--- config.mk ---
export PLATFORM = sky130hd
export DESIGN_NAME = wl_level
export DESIGN_NICKNAME = d
export VERILOG_FILES = /design/src/wl_pkg.sv /design/src/wl_sampler.sv /design/src/wl_delay.sv /design/src/wl_level.sv
export SDC_FILE = /design/constraint.sdc
export NUM_CORES = 1
export LEC_CHECK = 0
export ABC_CLOCK_PERIOD_IN_PS = 2400
export BUFFER_PORTS_ARGS = -buffer_cell sky130_fd_sc_hd__buf_2
export CAP_MARGIN = 20
export CORE_ASPECT_RATIO = 2
export CORE_UTILIZATION = 46
export CTS_CLUSTER_SIZE = 30
export DETAILED_ROUTE_END_ITERATION = 12
export HOLD_SLACK_MARGIN = 0.15
export PLACE_DENSITY_LB_ADDON = 0.1
export SLEW_MARGIN = 20
export SYNTH_ARGS = -nofsm -noshare
export SYNTH_HDL_FRONTEND = slang
export SYNTH_SLANG_ARGS = --single-unit
export TNS_END_PERCENT = 100
--- constraint.sdc ---
create_clock -name sys_clk -period 2.4 [get_ports sys_clk]
set_input_delay 0.12 -clock sys_clk [delete_from_list [all_inputs] [get_ports sys_clk]]
set_output_delay 0.12 -clock sys_clk [all_outputs]
set_load 0.005 [all_outputs]
--- src/wl_pkg.sv ---
// Constants and carrier types of the write leveling block
package wl_pkg;
   // Clock and timing
   localparam int CLK_PERIOD_NS = 20;
   localparam int MODE_SET_NS   = 480;  // Mode-set delay, least time
   localparam int MODE_SET_CYC  =
      (MODE_SET_NS + CLK_PERIOD_NS - 1) / CLK_PERIOD_NS;
   localparam int FB_DELAY_NS   = 40;   // feedback_output_delay, longest
   localparam int FB_DELAY_RAW  = FB_DELAY_NS / CLK_PERIOD_NS;
   localparam int FB_DELAY_CYC  = (FB_DELAY_RAW < 1) ? 1 : FB_DELAY_RAW;

   // Register map
   localparam logic [7:0]  ADDR_MR1    = 8'h00;
   localparam logic [7:0]  ADDR_STATUS = 8'h04;
   localparam int          MR1_WIDTH   = 13;
   localparam int          MR1_WL_BIT  = 7;   // Leveling enable
   localparam int          MR1_QOFF_BIT = 12; // Output buffer off
   localparam logic [12:0] MR1_RESET   = 13'h0000;

   // Status register fields
   localparam int ST_WL_BIT    = 0;
   localparam int ST_UNDEF_BIT = 1;
   localparam int ST_FB_LO_BIT = 2;
   localparam int ST_FB_HI_BIT = 3;
   localparam int ST_NOM_BIT   = 4;
   localparam int ST_PARK_BIT  = 5;

   // Leveling sequence states
   typedef enum logic [1:0] {
      ST_OFF,
      ST_SETTLE,
      ST_LEVEL,
      ST_EXIT
   } wl_state_t;

   // One strobe sample of a lane
   typedef struct packed {
      logic valid;
      logic level;
   } sample_t;

   // Termination state of the pins
   typedef struct packed {
      logic nom;
      logic park;
      logic dq;
   } term_t;
endpackage

--- src/wl_sampler.sv ---
// Per-lane rising strobe detector that captures the clock level
`timescale 1ns/100ps
`default_nettype none
module wl_sampler #(
   parameter int LANES = 2
) (
   input  wire logic                         sys_clk,
   input  wire logic                         nrst,
   input  wire logic                         enable,
   input  wire logic [LANES-1:0]             strobe,
   input  wire logic                         ck_level,
   output var  wl_pkg::sample_t [LANES-1:0]  smp_q
);
   logic [LANES-1:0]            strobe_q;
   logic [LANES-1:0]            strobe_d;
   wl_pkg::sample_t [LANES-1:0] smp_d;

   // Rising edge of each lane strobe samples the clock level
   always_comb begin
      strobe_d = strobe;
      for (int i = 0; i < LANES; i++) begin
         smp_d[i].valid = enable && strobe[i] && !strobe_q[i];
         smp_d[i].level = ck_level;
      end
   end

   // Register the samples
   always_ff @(posedge sys_clk) begin
      if (!nrst) begin
         strobe_q <= '0;
         smp_q    <= '0;
      end else begin
         strobe_q <= strobe_d;
         smp_q    <= smp_d;
      end
   end
endmodule // wl_sampler
`default_nettype wire

--- src/wl_delay.sv ---
// Fixed pipeline that holds back feedback samples
`timescale 1ns/100ps
`default_nettype none
module wl_delay #(
   parameter int LANES = 2,
   parameter int DEPTH = 2
) (
   input  wire logic                         sys_clk,
   input  wire logic                         nrst,
   input  wire logic                         flush,
   input  wire wl_pkg::sample_t [LANES-1:0]  din,
   output var  wl_pkg::sample_t [LANES-1:0]  dout
);
   wl_pkg::sample_t [LANES-1:0] pipe_q [DEPTH];
   wl_pkg::sample_t [LANES-1:0] pipe_d [DEPTH];

   // Shift one stage per cycle; flush drops samples in flight
   always_comb begin
      for (int s = 0; s < DEPTH; s++) begin
         if (flush) begin
            pipe_d[s] = '0;
         end else if (s == 0) begin
            pipe_d[s] = din;
         end else begin
            pipe_d[s] = pipe_q[s-1];
         end
      end
   end

   // Register the stages
   always_ff @(posedge sys_clk) begin
      for (int s = 0; s < DEPTH; s++) begin
         if (!nrst) begin
            pipe_q[s] <= '0;
         end else begin
            pipe_q[s] <= pipe_d[s];
         end
      end
   end

   assign dout = pipe_q[DEPTH-1];
endmodule // wl_delay
`default_nettype wire

--- src/wl_level.sv ---
// Write leveling logic of the memory device with an APB register port
//
// Contract
// - Mode bit A7 enters and leaves leveling
// - Mode bit A12 turns data outputs off
// - Termination pin switches only strobe termination
// - Data pins undefined until feedback starts
// - Exit write may change other mode bits
// - Strobe edge samples clock, data bits report
// - Feedback bit skew within skew window
// - Feedback one for clock high, zero low
// - Each lane reports its own strobe
// - Data undefined for mode-set delay after exit
//
// The address map and register access over APB are this design's own decisions.
`timescale 1ns/100ps
`default_nettype none
module wl_level #(
   parameter int LANES = 2,
   parameter int LANE_BITS = 8
) (
   input  wire logic                         sys_clk,
   input  wire logic                         nrst,
   input  wire logic [7:0]                   paddr,
   input  wire logic                         psel,
   input  wire logic                         penable,
   input  wire logic                         pwrite,
   input  wire logic [31:0]                  pwdata,
   output logic      [31:0]                  prdata,
   output logic                              pready,
   output logic                              pslverr,
   input  wire logic                         ck_level,
   input  wire logic                         odt,
   input  wire logic [LANES-1:0]             strobe,
   output logic      [LANES*LANE_BITS-1:0]   dq_o,
   output logic      [LANES*LANE_BITS-1:0]   dq_oe,
   output logic      [LANES-1:0]             strobe_oe,
   output logic                              dqs_term_nom,
   output logic                              dqs_term_park,
   output logic                              dq_term_on,
   output logic                              dq_undef,
   output logic                              wl_active
);
   localparam int DQW    = LANES * LANE_BITS;
   localparam int CNT_W  = $clog2(wl_pkg::MODE_SET_CYC + 1);
   localparam logic [CNT_W-1:0] CNT_LOAD =
      CNT_W'(wl_pkg::MODE_SET_CYC - 1);
   localparam int FB_LAT = wl_pkg::FB_DELAY_CYC + 2;

   // Bus and mode state
   logic [31:0]               prdata_q, prdata_d;
   logic                      pready_q, pready_d;
   logic                      pslverr_q, pslverr_d;
   logic [12:0]               mr1_q, mr1_d;
   wl_pkg::wl_state_t         state_q, state_d;
   logic [CNT_W-1:0]          cnt_q, cnt_d;
   // Pin state
   logic [DQW-1:0]            dq_q, dq_d;
   logic [DQW-1:0]            dq_oe_q, dq_oe_d;
   logic [LANES-1:0]          fb_lvl_q, fb_lvl_d;
   logic                      fb_seen_q, fb_seen_d;
   wl_pkg::term_t             term_q, term_d;
   logic                      undef_q, undef_d;
   logic                      wl_act_q, wl_act_d;
   // Internal nets
   logic                      access;
   logic                      mr1_wr;
   logic [12:0]               wr_val;
   logic                      wr_enter;
   logic                      wr_exit;
   logic                      in_level;
   logic                      qoff;
   wl_pkg::sample_t [LANES-1:0] smp;
   wl_pkg::sample_t [LANES-1:0] fb;

   // Address decode of a mapped register
   function automatic logic mapped(input logic [7:0] a);
      return (a == wl_pkg::ADDR_MR1) || (a == wl_pkg::ADDR_STATUS);
   endfunction

   // Completing access phase and mode register write decode
   assign access   = psel && penable && pready_q;
   assign mr1_wr   = access && pwrite && (paddr == wl_pkg::ADDR_MR1);
   assign wr_val   = pwdata[wl_pkg::MR1_WIDTH-1:0];
   assign wr_enter = mr1_wr && wr_val[wl_pkg::MR1_WL_BIT];
   assign wr_exit  = mr1_wr && !wr_val[wl_pkg::MR1_WL_BIT];
   assign in_level = (state_q == wl_pkg::ST_LEVEL);
   assign qoff     = mr1_q[wl_pkg::MR1_QOFF_BIT];

   // Strobe edge capture and feedback output delay
   wl_sampler #(
      .LANES    (LANES)
   ) u_sampler (
      .sys_clk  (sys_clk),
      .nrst     (nrst),
      .enable   (in_level),
      .strobe   (strobe),
      .ck_level (ck_level),
      .smp_q    (smp)
   );

   wl_delay #(
      .LANES   (LANES),
      .DEPTH   (wl_pkg::FB_DELAY_CYC)
   ) u_delay (
      .sys_clk (sys_clk),
      .nrst    (nrst),
      .flush   (!in_level),
      .din     (smp),
      .dout    (fb)
   );

   // APB slave: one wait state, error on unmapped address
   always_comb begin
      pready_d  = psel && penable && !pready_q;
      pslverr_d = pready_d && !mapped(paddr);
      prdata_d  = 32'h0000_0000;
      if (pready_d && !pwrite && paddr == wl_pkg::ADDR_MR1) begin
         prdata_d[wl_pkg::MR1_WIDTH-1:0] = mr1_q;
      end else if (pready_d && !pwrite &&
                   paddr == wl_pkg::ADDR_STATUS) begin
         prdata_d[wl_pkg::ST_WL_BIT]    = wl_act_q;
         prdata_d[wl_pkg::ST_UNDEF_BIT] = undef_q;
         prdata_d[wl_pkg::ST_FB_LO_BIT] = fb_lvl_q[0];
         prdata_d[wl_pkg::ST_FB_HI_BIT] = fb_lvl_q[LANES-1];
         prdata_d[wl_pkg::ST_NOM_BIT]   = term_q.nom;
         prdata_d[wl_pkg::ST_PARK_BIT]  = term_q.park;
      end
   end

   always_ff @(posedge sys_clk) begin
      if (!nrst) begin
         pready_q  <= 1'b0;
         pslverr_q <= 1'b0;
         prdata_q  <= 32'h0000_0000;
      end else begin
         pready_q  <= pready_d;
         pslverr_q <= pslverr_d;
         prdata_q  <= prdata_d;
      end
   end

   // Mode register and leveling sequence
   always_comb begin
      mr1_d   = mr1_q;
      state_d = state_q;
      cnt_d   = cnt_q;
      if (mr1_wr) begin
         if (!mr1_q[wl_pkg::MR1_WL_BIT] || wr_exit) begin
            mr1_d = wr_val;
         end else begin
            mr1_d[wl_pkg::MR1_QOFF_BIT] = wr_val[wl_pkg::MR1_QOFF_BIT];
         end
      end
      case (state_q)
         wl_pkg::ST_OFF: begin
            if (wr_enter) begin
               state_d = wl_pkg::ST_SETTLE;
               cnt_d   = CNT_LOAD;
            end
         end
         wl_pkg::ST_SETTLE: begin
            if (wr_exit) begin
               state_d = wl_pkg::ST_EXIT;
               cnt_d   = CNT_LOAD;
            end else if (cnt_q == '0) begin
               state_d = wl_pkg::ST_LEVEL;
            end else begin
               cnt_d = cnt_q - 1'b1;
            end
         end
         wl_pkg::ST_LEVEL: begin
            if (wr_exit) begin
               state_d = wl_pkg::ST_EXIT;
               cnt_d   = CNT_LOAD;
            end
         end
         wl_pkg::ST_EXIT: begin
            if (wr_enter) begin
               state_d = wl_pkg::ST_SETTLE;
               cnt_d   = CNT_LOAD;
            end else if (cnt_q == '0) begin
               state_d = wl_pkg::ST_OFF;
            end else begin
               cnt_d = cnt_q - 1'b1;
            end
         end
         default: begin
            state_d = wl_pkg::ST_OFF;
         end
      endcase
   end

   always_ff @(posedge sys_clk) begin
      if (!nrst) begin
         mr1_q   <= wl_pkg::MR1_RESET;
         state_q <= wl_pkg::ST_OFF;
         cnt_q   <= '0;
      end else begin
         mr1_q   <= mr1_d;
         state_q <= state_d;
         cnt_q   <= cnt_d;
      end
   end

   // Feedback drive, termination and pin status
   always_comb begin
      fb_lvl_d  = fb_lvl_q;
      fb_seen_d = fb_seen_q && in_level;
      for (int l = 0; l < LANES; l++) begin
         if (!in_level) begin
            fb_lvl_d[l] = 1'b0;
         end else if (fb[l].valid) begin
            fb_lvl_d[l] = fb[l].level;
            fb_seen_d   = 1'b1;
         end
      end
      for (int b = 0; b < DQW; b++) begin
         // each lane from its own strobe
         dq_d[b]    = fb_lvl_d[b / LANE_BITS];
         dq_oe_d[b] = in_level && fb_seen_d && !qoff;
      end
      undef_d  = (state_q != wl_pkg::ST_OFF) && !(in_level && fb_seen_d);
      wl_act_d = mr1_q[wl_pkg::MR1_WL_BIT];
      term_d.nom  = odt;
      term_d.park = !odt;
      term_d.dq   = !mr1_q[wl_pkg::MR1_WL_BIT];
   end

   always_ff @(posedge sys_clk) begin
      if (!nrst) begin
         fb_lvl_q  <= '0;
         fb_seen_q <= 1'b0;
         dq_q      <= '0;
         dq_oe_q   <= '0;
         undef_q   <= 1'b0;
         wl_act_q  <= 1'b0;
         term_q    <= '0;
      end else begin
         fb_lvl_q  <= fb_lvl_d;
         fb_seen_q <= fb_seen_d;
         dq_q      <= dq_d;
         dq_oe_q   <= dq_oe_d;
         undef_q   <= undef_d;
         wl_act_q  <= wl_act_d;
         term_q    <= term_d;
      end
   end

   // Outputs straight from flops; read strobes never driven here
   assign prdata        = prdata_q;
   assign pready        = pready_q;
   assign pslverr       = pslverr_q;
   assign dq_o          = dq_q;
   assign dq_oe         = dq_oe_q;
   assign strobe_oe     = '0;
   assign dqs_term_nom  = term_q.nom;
   assign dqs_term_park = term_q.park;
   assign dq_term_on    = term_q.dq;
   assign dq_undef      = undef_q;
   assign wl_active     = wl_act_q;

   // Helper: previous strobe level for edge checks
   logic [LANES-1:0] stb_prev_q;
   always_ff @(posedge sys_clk) begin
      if (!nrst) begin
         stb_prev_q <= '0;
      end else begin
         stb_prev_q <= strobe;
      end
   end

   AST_ENTER: assert property (@(posedge sys_clk) disable iff (!nrst)
      (wr_enter && state_q == wl_pkg::ST_OFF)
      |=> ##1 (wl_act_q && state_q == wl_pkg::ST_SETTLE))
      else $error("leveling not entered");

   AST_EXIT: assert property (@(posedge sys_clk) disable iff (!nrst)
      (wr_exit && in_level) |=> (state_q == wl_pkg::ST_EXIT) ##1 !wl_act_q)
      else $error("leveling not left");

   AST_QOFF: assert property (@(posedge sys_clk) disable iff (!nrst)
      (qoff && $stable(qoff)) |=> (dq_oe_q == '0))
      else $error("data driven with outputs off");

   AST_TERM: assert property (@(posedge sys_clk) disable iff (!nrst)
      (mr1_q[wl_pkg::MR1_WL_BIT] && $stable(mr1_q))
      |=> (!dq_term_on && dqs_term_nom == $past(odt)
           && dqs_term_park != $past(odt)))
      else $error("wrong termination in leveling");

   AST_UNDEF: assert property (@(posedge sys_clk) disable iff (!nrst)
      (state_q == wl_pkg::ST_OFF && wr_enter)
      |=> ##1 ((dq_oe_q == '0) && dq_undef) [*8])
      else $error("data driven before feedback");

   AST_FB_LO: assert property (@(posedge sys_clk) disable iff (!nrst)
      (in_level && strobe[0] && !stb_prev_q[0] && ck_level)
      |-> ##FB_LAT (dq_q[LANE_BITS-1:0] == '1 || !in_level
                    || $past(wr_exit, FB_LAT)))
      else $error("clock high not reported");

   AST_FB_HI: assert property (@(posedge sys_clk) disable iff (!nrst)
      (in_level && strobe[LANES-1] && !stb_prev_q[LANES-1] && !ck_level)
      |-> ##FB_LAT (dq_q[DQW-1 -: LANE_BITS] == '0 || !in_level))
      else $error("upper lane not reported");

   AST_SKEW: assert property (@(posedge sys_clk) disable iff (!nrst)
      (dq_q[LANE_BITS-1:0] == '0 || dq_q[LANE_BITS-1:0] == '1)
      && (dq_oe_q == '0 || dq_oe_q == '1))
      else $error("feedback bits disagree");

   AST_HOLD: assert property (@(posedge sys_clk) disable iff (!nrst)
      (in_level && $past(in_level) && !fb[0].valid && !fb[LANES-1].valid)
      |=> $stable(dq_q))
      else $error("feedback not held");

   AST_KEEP: assert property (@(posedge sys_clk) disable iff (!nrst)
      (wr_exit && mr1_q[wl_pkg::MR1_WL_BIT]) |=> (mr1_q == $past(wr_val)))
      else $error("exit write bits dropped");

   AST_AFTER: assert property (@(posedge sys_clk) disable iff (!nrst)
      (wr_exit && in_level) |=> ##1 (dq_undef && dq_oe_q == '0) [*8])
      else $error("data defined too early after exit");

   AST_NOSTB: assert property (@(posedge sys_clk) disable iff (!nrst)
      wl_act_q |-> (strobe_oe == '0))
      else $error("read strobe driven in leveling");
endmodule // wl_level
`default_nettype wire

==> results.py <==
metrics = {
    "status": {
        "status": "completed",
    },
    "synthesis": {
        "synth-simple-area-share_pct": 20.7,
        "ys_ff_latch": 55,
        "ys_warn_count": 0,
        "synth_common_cells": "dfxtp_1 (55), buf_4 (50), nand2_1 (35), nor2_1 (19), a21oi_1 (15)",
        "ys.flop_type": "dfxtp_1",
        "synth.mux.area_fraction_pct": 5.11,
        "yosys.area_share.adder_pct": 2.95,
        "yosys.area.top_type_share_pct": 43.3,
        "synth.most_common_cell": "dfxtp_1",
        "synth_cell_type_count": 46,
        "avgSynthCellArea_um2": 9.29,
        "synth_top_family_by_area": "simple AND/OR/NAND/NOR gates",
        "ys_top_cells_by_area": "dfxtp_1 (43%), buf_4 (15%), nand2_1 (5.2%)",
        "synth_compound_area_share_pct": 9.73,
        "synth_top_area_cell": "dfxtp_1",
        "async_flop_share_pct": 0,
        "synth-edff-count": 0,
        "synthCells": 274,
        "synth_area_um2": 2540,
        "synth_xor_area_share_pct": 0,
        "synth_seq_area_share_pct": 43.3,
    },
    "floorplanning": {
        "core_area_um2": 5370,
        "die_h_um": 107,
        "die_area_um2": 5850,
        "initial_core_util_pct": 47.4,
        "die_w_um": 54.6,
        "io-pin-count": 122,
        "rows": 38,
    },
    "timing": {
        "tns_ns": 0,
        "finalHoldViolations": 0,
        "fin_skew_ns": 0.00502,
        "worstMarginPinSlew_ns": 0.667,
        "layout_min_cycle_time_ns": 2.10,
        "slew_viol_final": 0,
        "fmax_mhz": 476,
        "relSlewSlack_pct": 55.5,
        "setup_viol": 0,
        "rsz0062_at_grt": "false",
        "timing.final.crit_share_pct": 87.5,
    },
    "pwr": {
        "p_leak_uw": 0.00140,
        "powerDensity_nw_per_um2": 508,
        "vdd_drop_max_mv": 0.426,
    },
    "worst_setup_path": {
        "cp.required_ns": 2.64,
        "endpoint_kind": "flop",
        "rr_startpoint": "cnt_q[0]$_SDFFE_PN0P_",
        "reg2reg_to": "state_q[0]$_SDFFE_PN0P_",
        "setup.worst_path.class": "reg -> reg",
        "rrSetupSlack_ns": 0.30,
        "crit_arrival_ns": 2.34,
        "cp_max_fo": 6,
        "path_cells": "inv_1 -> ha_1 -> or4b_1 -> o21ai_0 -> a21oi_2 -> o21ba_2 -> mux2i_1",
        "cp-start-kind": "flop",
        "reg2regPathDepth": 7,
        "critical-path-slowest-cell": "or4b_1",
        "slowest_delay_ns": 0.49,
    },
    "clock_tree": {
        "insertion_delay_ns": 0.31,
        "clock-sinks": 55,
        "cts_made_buffers": 5,
        "cts.path.max_buffers": 2,
        "post_cts_resized": 0,
        "clock-root-buffer": "clkbuf_8",
        "clk_pin_slew_ns": 0.09,
        "cts_tree": "done",
        "htreeDepth": 2,
    },
    "global_route": {
        "use_met2_pct": 31.8,
        "use_met1_pct": 20.2,
        "grt_max_degree": 21,
        "track_usage_pct": 18.5,
        "antenna_found_initial": 0,
        "grt_remaining_overflow": 0,
        "grt_pass1_wl_um": 7820,
        "gr-usage-met3_pct": 3.26,
        "grt-busiest-layer": "met2",
        "grt_pass1_vias": 1688,
    },
    "routing": {
        "firstDrtPassIters": 4,
        "wire_per_inst_um": 12.1,
        "drt-initial-drc-count": 43,
        "vias_per_cell": 4.71,
        "ant_nets": 0,
        "drc_errors": 0,
        "vias": 1908,
        "drt-total-wl_um": 4900,
    },
    "final_layout": {
        "drive_gt1_share_pct": 30.1,
        "fin_util_pct": 55.3,
        "diodes": 0,
        "nets": 399,
        "syn_to_final_growth_pct": 16.7,
        "final_cells": 405,
    },
    "hold_path": {
        "worstHoldEndpoint": "pslverr$_SDFF_PN0_",
        "whs_path_depth": 3,
        "min-delay-start": "paddr[5]",
        "hp-class": "in -> reg",
    },
    "placement": {
        "io_buffers": 81,
        "place_congestion": 0.801,
        "hpwl_um": 3570,
        "place_inst": 377,
    },
    "run": {
        "max-cap-violations": 0,
    },
}
## sequential cells by signal, indices dropped and copies added (netlist names), 2 cells and up
name	cells
mr1_q	13
prdata	13
u_delay.pipe_q	6
cnt_q	5
u_sampler.smp_q	3
dq_o	2
state_q	2
u_sampler.strobe_q	2
## metrics by stage
step	total power (uW)	worst slack, ns	hold slack, ns	cell area (um^2)
floorplan	1000	0.537	0.187	2620
global placement	1010	0.386	0.301	2690
detailed placement	1010	0.318	0.292	2690
CTS	1530	0.291	0.153	2960
global route	1580	0.0743	0.170	2970
finish	1510	0.300	0.164	2970
## area by class of cell
cell class | instances | area [um^2]
Sequential cell | 55 | 1100
Timing Repair Buffer | 103 | 621
Clock inverter | 2 | 12.5
Multi-Input combinational cell | 171 | 1060
Clock buffer | 6 | 72.6
Tap cell | 60 | 75.1
Inverter | 8 | 30.0
Fill cell | 514 | 2400
## cell families after synthesis
logic type | count (synthesis)
AOI/OAI and AO/OA | 34
other | 1
buffers and inverters | 68
DFF | 55
adders and majority gates | 6
muxes | 13
and+or+nand+nor | 97
## worst max-delay path by stage
stage | start | endpoint | slack, ns | cells after the start
after detailed placement | cnt_q[0]$_SDFFE_PN0P_ | state_q[0]$_SDFFE_PN0P_ | 0.32 | 7
after floorplan | cnt_q[0]$_SDFFE_PN0P_ | state_q[0]$_SDFFE_PN0P_ | 0.54 | 7
after CTS | cnt_q[0]$_SDFFE_PN0P_ | state_q[0]$_SDFFE_PN0P_ | 0.29 | 7
final | cnt_q[0]$_SDFFE_PN0P_ | state_q[0]$_SDFFE_PN0P_ | 0.30 | 7
after global routing | cnt_q[0]$_SDFFE_PN0P_ | state_q[0]$_SDFFE_PN0P_ | 0.07 | 7
after global placement | cnt_q[0]$_SDFFE_PN0P_ | state_q[0]$_SDFFE_PN0P_ | 0.39 | 7
## routing by layer
metal	vias to the layer above	wire, um
li1	974	-
met1	855	1970
met2	71	2580
met3	8	230
met4	0	118
met5	-	0
## cells in the final DEF, fill, tap and decap left out, types with 2 or more instances in the layout
cell	synthesis	final
a21oi_1	15	15
a31oi_1	2	2
and2_1	12	12
and3_1	6	6
and3b_1	3	3
buf_2	2	81
buf_4	50	2
clkbuf_8	0	5
conb_1	1	21
dfxtp_1	55	55
dlygate4sd3_1	0	20
ha_1	6	6
inv_1	8	8
mux2i_1	13	13
nand2_1	35	35
nand3_1	3	3
nor2_1	19	19
nor3_1	4	4
o21ai_0	4	4
o31ai_1	2	2
## report_power, final
group	leakage (uW)	internal, uW	total, uW	switching [uW]
Combinational	0.000912	50.1	96.5	46.4
Clock	0.0000412	204	492	287
Sequential	0.000445	919	921	2.47
Total	0.00140	1170	1510	336
## worst max-delay path, delay by kind of cell (launching register included)
kind                       cells  cell delay, ns
and+or+nand+nor                1            0.49
DFF                            1            0.30
buffers and inverters          1            0.15
adders and majority gates      1            0.27
AOI/OAI and AO/OA              3            0.65
muxes                          1            0.18
## repair_timing
| action | 4_1_cts | 5_1_grt |
|---|---|---|
| setup buffers | 0 | 0 |
| setup endpoints to repair | 0 | 0 |
| hold buffers | 19 | 1 |
| endpoints found under the hold margin | 19 | 1 |
(Power assumes the default switching activity.)
